### src/hdl/pcc_consts.svh
`ifndef PCC_CONSTS_SVH
`define PCC_CONSTS_SVH

// ----------------------------------------
// command word location and layout
// ----------------------------------------
`define PCC_CMD_OFFSET      8'h04
`define PCC_CMD_RESET       16'h0000
`define PCC_STAT_RESET      16'h0000
`define PCC_CMD_WR_MASK     16'hFF57
`define PCC_BIT_IO_SPACE    0
`define PCC_BIT_MEM_SPACE   1
`define PCC_BIT_MASTER      2
`define PCC_BIT_SPECIAL     3
`define PCC_BIT_MWI         4
`define PCC_BIT_PALETTE     5
`define PCC_BIT_PAR_RESP    6
`define PCC_BIT_STEPPING    7
`define PCC_BIT_SYS_ERR     8
`define PCC_BIT_FAST_B2B    9
`define PCC_STAT_BIT_DPE    15

`endif

### src/hdl/pcc_pkg.sv
package pcc_pkg;

    // configuration-space request from the bus target logic
    typedef struct packed {
        logic        rd;
        logic        wr;
        logic [7:0]  addr;
        logic [3:0]  be;
        logic [31:0] wdata;
    } pcc_cfg_req_t;

    // kind of target access being claimed on the bus
    typedef struct packed {
        logic cfg;
        logic mem;
        logic io;
    } pcc_access_t;

    // decoded command-word controls handed to the function's bus logic
    typedef struct packed {
        logic io_space_enable;
        logic memory_space_enable;
        logic master_enable;
        logic write_invalidate_enable;
        logic parity_error_response;
        logic system_error_enable;
        logic fast_b2b_enable;
    } pcc_ctrl_t;

endpackage

### src/hdl/pcc_parity_gen.sv
`timescale 1ns/100ps

// parity over address/data and command/byte enables, one clock after the data phase
module pcc_parity_gen (
    input  wire logic        clk,
    input  wire logic        nrst,
    input  wire logic [31:0] ad,
    input  wire logic [3:0]  cbe,
    output logic             par
);

    // ----------------------------------------
    // even parity, never gated by the response bit
    // ----------------------------------------
    always_ff @(posedge clk or negedge nrst) begin
        if (!nrst) begin
            par <= 1'b0;
        end else begin
            par <= ^{ad, cbe};
        end
    end

endmodule

### src/hdl/pcc_command.sv
`timescale 1ns/100ps
`include "pcc_consts.svh"

// What this block does
// - 16-bit command word lives at configuration offset 04h.
// - All-zero command word: only configuration accesses are answered.
// - Bit 9 fast back-to-back enable, resets 0; 1 allows different agents.
// - Bit 8 system error enable, resets 0, gates the system error driver.
// - Address parity errors reported only when bits 8 and 6 both set.
// - Bit 7 stepping control is read-only zero.
// - Bit 6 parity error response, read/write, resets 0, enables normal action.
// - Response off: parity error sets status bit 15, no parity error pin.
// - Correct parity is always generated, even with checking disabled.
// - Bit 5 palette snoop control is read-only zero.
// - Master enable low: no bus access is initiated.
// - Memory space enable resets 0; 1 allows memory access response.
module pcc_command (
    input  wire logic                 clk,
    input  wire logic                 nrst,
    input  wire pcc_pkg::pcc_cfg_req_t cfg_req,
    output logic [31:0]               cfg_rdata,
    output logic                      cfg_rvalid,
    input  wire pcc_pkg::pcc_access_t access,
    output logic                      access_claim,
    input  wire logic                 master_req,
    output logic                      master_go,
    input  wire logic                 data_parity_err,
    input  wire logic                 addr_parity_err,
    output logic                      perr_n_o,
    output logic                      perr_oe,
    output logic                      serr_n_o,
    output logic                      serr_oe,
    input  wire logic [31:0]          ad_out,
    input  wire logic [3:0]           cbe_out,
    output logic                      par_out,
    output pcc_pkg::pcc_ctrl_t        ctrl
);

    logic [15:0] pci_command_word;
    logic        parity_error_detected;
    logic        cmd_hit;
    logic [15:0] next_cmd;
    logic [15:0] wr_bytes;

    // ----------------------------------------
    // command word storage
    // ----------------------------------------
    assign cmd_hit  = (cfg_req.addr == `PCC_CMD_OFFSET);
    assign wr_bytes = {{8{cfg_req.be[1]}}, {8{cfg_req.be[0]}}} & `PCC_CMD_WR_MASK;
    // read-only bits 7, 5 and 3 never enter the mask, so they stay zero
    assign next_cmd = (pci_command_word & ~wr_bytes) | (cfg_req.wdata[15:0] & wr_bytes);

    always_ff @(posedge clk or negedge nrst) begin
        if (!nrst) begin
            pci_command_word <= `PCC_CMD_RESET;
        end else if (cfg_req.wr && cmd_hit) begin
            pci_command_word <= next_cmd;
        end
    end

    assign ctrl.io_space_enable         = pci_command_word[`PCC_BIT_IO_SPACE];
    assign ctrl.memory_space_enable     = pci_command_word[`PCC_BIT_MEM_SPACE];
    assign ctrl.master_enable           = pci_command_word[`PCC_BIT_MASTER];
    assign ctrl.write_invalidate_enable = pci_command_word[`PCC_BIT_MWI];
    assign ctrl.parity_error_response   = pci_command_word[`PCC_BIT_PAR_RESP];
    assign ctrl.system_error_enable     = pci_command_word[`PCC_BIT_SYS_ERR];
    assign ctrl.fast_b2b_enable         = pci_command_word[`PCC_BIT_FAST_B2B];

    // ----------------------------------------
    // configuration read port
    // ----------------------------------------
    always_ff @(posedge clk or negedge nrst) begin
        if (!nrst) begin
            cfg_rdata  <= 32'h0000_0000;
            cfg_rvalid <= 1'b0;
        end else begin
            cfg_rvalid <= cfg_req.rd;
            if (cfg_req.rd && cmd_hit) begin
                cfg_rdata <= {parity_error_detected, 15'h0000, pci_command_word};
            end else begin
                // unmapped offsets read as zero
                cfg_rdata <= 32'h0000_0000;
            end
        end
    end

    // ----------------------------------------
    // target claim and master gating
    // ----------------------------------------
    // a zero word leaves only configuration cycles, which keeps enumeration possible
    assign access_claim = access.cfg
                        | (access.mem & ctrl.memory_space_enable)
                        | (access.io & ctrl.io_space_enable);
    assign master_go    = master_req & ctrl.master_enable;

    // ----------------------------------------
    // parity error handling
    // ----------------------------------------
    // status bit is sticky: only reset clears it, since the status word is read-only here
    always_ff @(posedge clk or negedge nrst) begin
        if (!nrst) begin
            parity_error_detected <= 1'b0;
        end else if (data_parity_err || addr_parity_err) begin
            parity_error_detected <= 1'b1;
        end
    end

    always_ff @(posedge clk or negedge nrst) begin
        if (!nrst) begin
            perr_n_o <= 1'b1;
            perr_oe  <= 1'b0;
        end else begin
            perr_n_o <= ~(data_parity_err & ctrl.parity_error_response);
            perr_oe  <= data_parity_err & ctrl.parity_error_response;
        end
    end

    // system error is open drain: the driver is enabled only while pulling low
    always_ff @(posedge clk or negedge nrst) begin
        if (!nrst) begin
            serr_n_o <= 1'b1;
            serr_oe  <= 1'b0;
        end else begin
            serr_n_o <= ~(addr_parity_err & ctrl.system_error_enable
                          & ctrl.parity_error_response);
            serr_oe  <= addr_parity_err & ctrl.system_error_enable
                      & ctrl.parity_error_response;
        end
    end

    // ----------------------------------------
    // parity generation
    // ----------------------------------------
    pcc_parity_gen u_par (
        .clk  (clk),
        .nrst (nrst),
        .ad   (ad_out),
        .cbe  (cbe_out),
        .par  (par_out)
    );
endmodule

### config.mk
export PLATFORM = sky130hd
export DESIGN_NAME = pcc_command
export DESIGN_NICKNAME = d
export VERILOG_FILES = /design/src/hdl/pcc_pkg.sv /design/src/hdl/pcc_parity_gen.sv /design/src/hdl/pcc_command.sv
export VERILOG_INCLUDE_DIRS = /design/src /design/src/hdl
export SDC_FILE = /design/constraint.sdc
export NUM_CORES = 1
export LEC_CHECK = 0
export BUFFER_PORTS_ARGS = -buffer_cell sky130_fd_sc_hd__buf_4
export CAP_MARGIN = 5
export CORE_MARGIN = 5
export CORE_UTILIZATION = 43
export CTS_BUF_LIST = sky130_fd_sc_hd__clkbuf_2
export DETAILED_ROUTE_END_ITERATION = 10
export GPL_TIMING_DRIVEN = 0
export PLACE_DENSITY = 0.87
export SKIP_CTS_REPAIR_TIMING = 1
export SLEW_MARGIN = 30
export SYNTH_ARGS = -nofsm -noshare
export SYNTH_HDL_FRONTEND = slang
export SYNTH_SLANG_ARGS = --single-unit
export TNS_END_PERCENT = 50
### constraint.sdc
create_clock -name clk -period 1.5 [get_ports clk]
set_clock_uncertainty 0.2 [all_clocks]
set_input_delay 0.225 -clock clk [delete_from_list [all_inputs] [get_ports clk]]
set_output_delay 0.225 -clock clk [all_outputs]
set_load 0.005 [all_outputs]
==> impl_results.md <==
* Synthesized area at ~1700 um2
* Drc violations at 0
* Critical path's slowest cell: dfrtp_1
* Overall power at ~2.1 mW
* Vias in the first global route at about 1400
* Rows at 22
* RSZ-0062 raised after global routing: true
* Crit end category: output pin
* Path depth of the worst reg2reg path at 2
* CP Depth at 2
* Worst min-delay path class: in -> reg
* Library cells used by synthesis at 19
* Crit path launch type: register
* DRT Wirelength at ~4200 um
* CTS H-tree lvls at 2
* CP bufs+invs at 1
* Crit path largest cell delay at about 0.42 ns
* Commonest non-fill, non-tap cell in the layout: buf_4
* DPL Wire Length at 3250 um
* Gr usage total at 14.6%
* Crit Path Category: reg -> out
* Syn_area_per_cell at approximately 12 um2
* Placed Cells at about 300
* Die area at roughly 5200 um2
* Antenna violations before repair at 0
* ANT nets after route at 0
* Synth Instances at roughly 140
* Die Height at between 70 and 80 um
* CP required at roughly 1.1 ns
* Clock latency on the worst-skew pair at between 0.3 and 0.4 ns
* Share of post-route cells with drive strength above 1 at ~55%
* P_leak at roughly 1.6 nW
* Max Clock Freq at ~610 MHz
* DR pass1 iterations at 4
* PD cells at roughly 740 nW/um2
* TritonCTS buffer count at 5
* Fin. Hold Viols at 0
* ANT cells at 0
* TritonCTS clock tree: yes
* RD Place Congestion at 0.711
* Worst setup path endpoint: access_claim
* Max Root-Sink Buffers at 2
* Final WS setup at -0.146 ns
* Delay-heaviest family, CP: flip-flops
* DP Worst Slack at -0.591 ns
* Slew Viols, Final at 0
* First-pass GRT wire length at ~5800 um
* Max IR drop VDD at around 430 uV
* Clk root buf: clkbuf_2
* YS warnings at 0
* Largest net degree at the start of global routing at 35
* I/O Buffers at 97
* # fillers at 247
* Io pins at 137
* Placed inst area at between 2000 and 3000 um2
* Cell area after layout at approximately 2900 um2
* Initial Utilization at 45.1%
* Seq/Total Area, Yosys at 50.9%
* Worst-path clk slew at between 0.1 and 0.15 ns
* Core ar. at roughly 3700 um2
* Crit path cell chain: a221o_1 -> buf_4
* Area grow syn2layout at 71.1%
* Crit-path max FO at 4
* Non-filler cells, final at 326
* Sum Neg Setup Slack at -0.146 ns
* Vias per Instance at between 4 and 5
* Status: finished with violations
* Final global-route overflow total at 0
* Starting DRT DRC Count at 81
* Horiz. Die Dim at approximately 72 um
* Setup-failing EPs final at 1
* Most frequent cells in the layout: buf_4 (117), dfrtp_1 (31), xnor2_1 (29)
* Final period util at 110%
* Synth Register Bits at 34
* Post-DR wirelength/cell at 13.0 um
* Min cycle time layout at approximately 1.6 ns
* Sinks on Clock Net at 34
* Maxcap violations at 0
* Violated checks: negative setup slack
* Routed via count at approximately 1400
* Worst reg2reg setup slack at between 0.3 and 0.4 ns
* Worst EP arrival at ~1.2 ns
* Final #Nets at around 370
-- cells in the mapped netlist --
master,number,area (um2)
mux2_2,13,146
and3_1,15,93.8
dfrtp_1,32,801
xor2_1,4,35.0
buf_4,26,195
a221o_1,1,10.0
dfstp_2,2,52.6
inv_1,2,7.51
nand3_1,2,10.0
conb_1,1,3.75
or3_1,1,6.26
and2_1,1,6.26
nand2_1,1,3.75
clkbuf_1,2,7.51
xnor3_1,1,22.5
xnor2_1,29,254
nor4_1,1,6.26
and4b_1,1,10.0
nor2_1,1,3.75
-- worst min-delay path, stage by stage --
cell	delay (ns)
buf_4	0.11
nand3_2	0.12
mux2_2	0.17
-- cell families (layout without fill, tap and decap cells) --
family                    Yosys count  count (layout)  synth area share, %
xor gates and xnor gates           34              34                 18.6
AOI/OAI and AO/OA                   1               1                0.597
buffers and inverters              30             155                 12.5
DFF                                34              34                 50.9
muxes                              13              13                 8.74
and+or+nand+nor                    23              23                 8.36
other                               1              18                0.224
-- worst min-delay path by stage --
| stage | startpoint | depth (start not counted) | slack (ns) | endpoint |
|---|---|---|---|---|
| after floorplan | nrst | 0 | -0.27 | asynchronous set/reset pin |
| after global placement | nrst | 1 | -0.02 | cfg_rdata[15] |
| after detailed placement | nrst | 1 | -0.02 | asynchronous set/reset pin |
| after CTS | nrst | 1 | -0.46 | cfg_rdata[12] |
| after global routing | cfg_req[32] | 3 | 0.09 | register |
| final | cfg_req[32] | 3 | 0.1 | register |
-- through the flow --
stage               utilization [%]  hold WS, ns
floorplan                         -       -0.271
global placement               68.9      -0.0161
detailed placement             68.9      -0.0183
CTS                            70.6       -0.455
global route                   77.1       0.0852
finish                         77.1       0.0972
-- final cells by class --
cell class	count	area, um2	share of cell area (%)
Timing Repair Buffer	118	951	33.2
Sequential cell	34	855	29.8
Multi-Input combinational cell	89	723	25.2
Buffer	27	206	7.20
Tap cell	48	60.1	2.10
Clock inverter	2	33.8	1.18
Clock buffer	6	30.0	1.05
Inverter	2	7.51	0.262
-- routing by layer --
metal  track usage (%)  routed length, um  vias up  part of all wire [%]
li1                  -                  -      681                     -
met2              26.5               2240       77                    53
met5                 0                  0        -                     0
met4              6.76                 75        0                   1.8
met3              5.54                448        8                    11
met1              14.7               1470      669                    35
-- power by group --
| group | switching, mW | internal [mW] | leakage [nW] |
|---|---|---|---|
| clock network | 0.278 | 0.285 | 0.0406 |
| logic | 0.191 | 0.399 | 1.08 |
| registers | 0.0124 | 0.947 | 0.456 |
(Power assumes the default switching activity.)
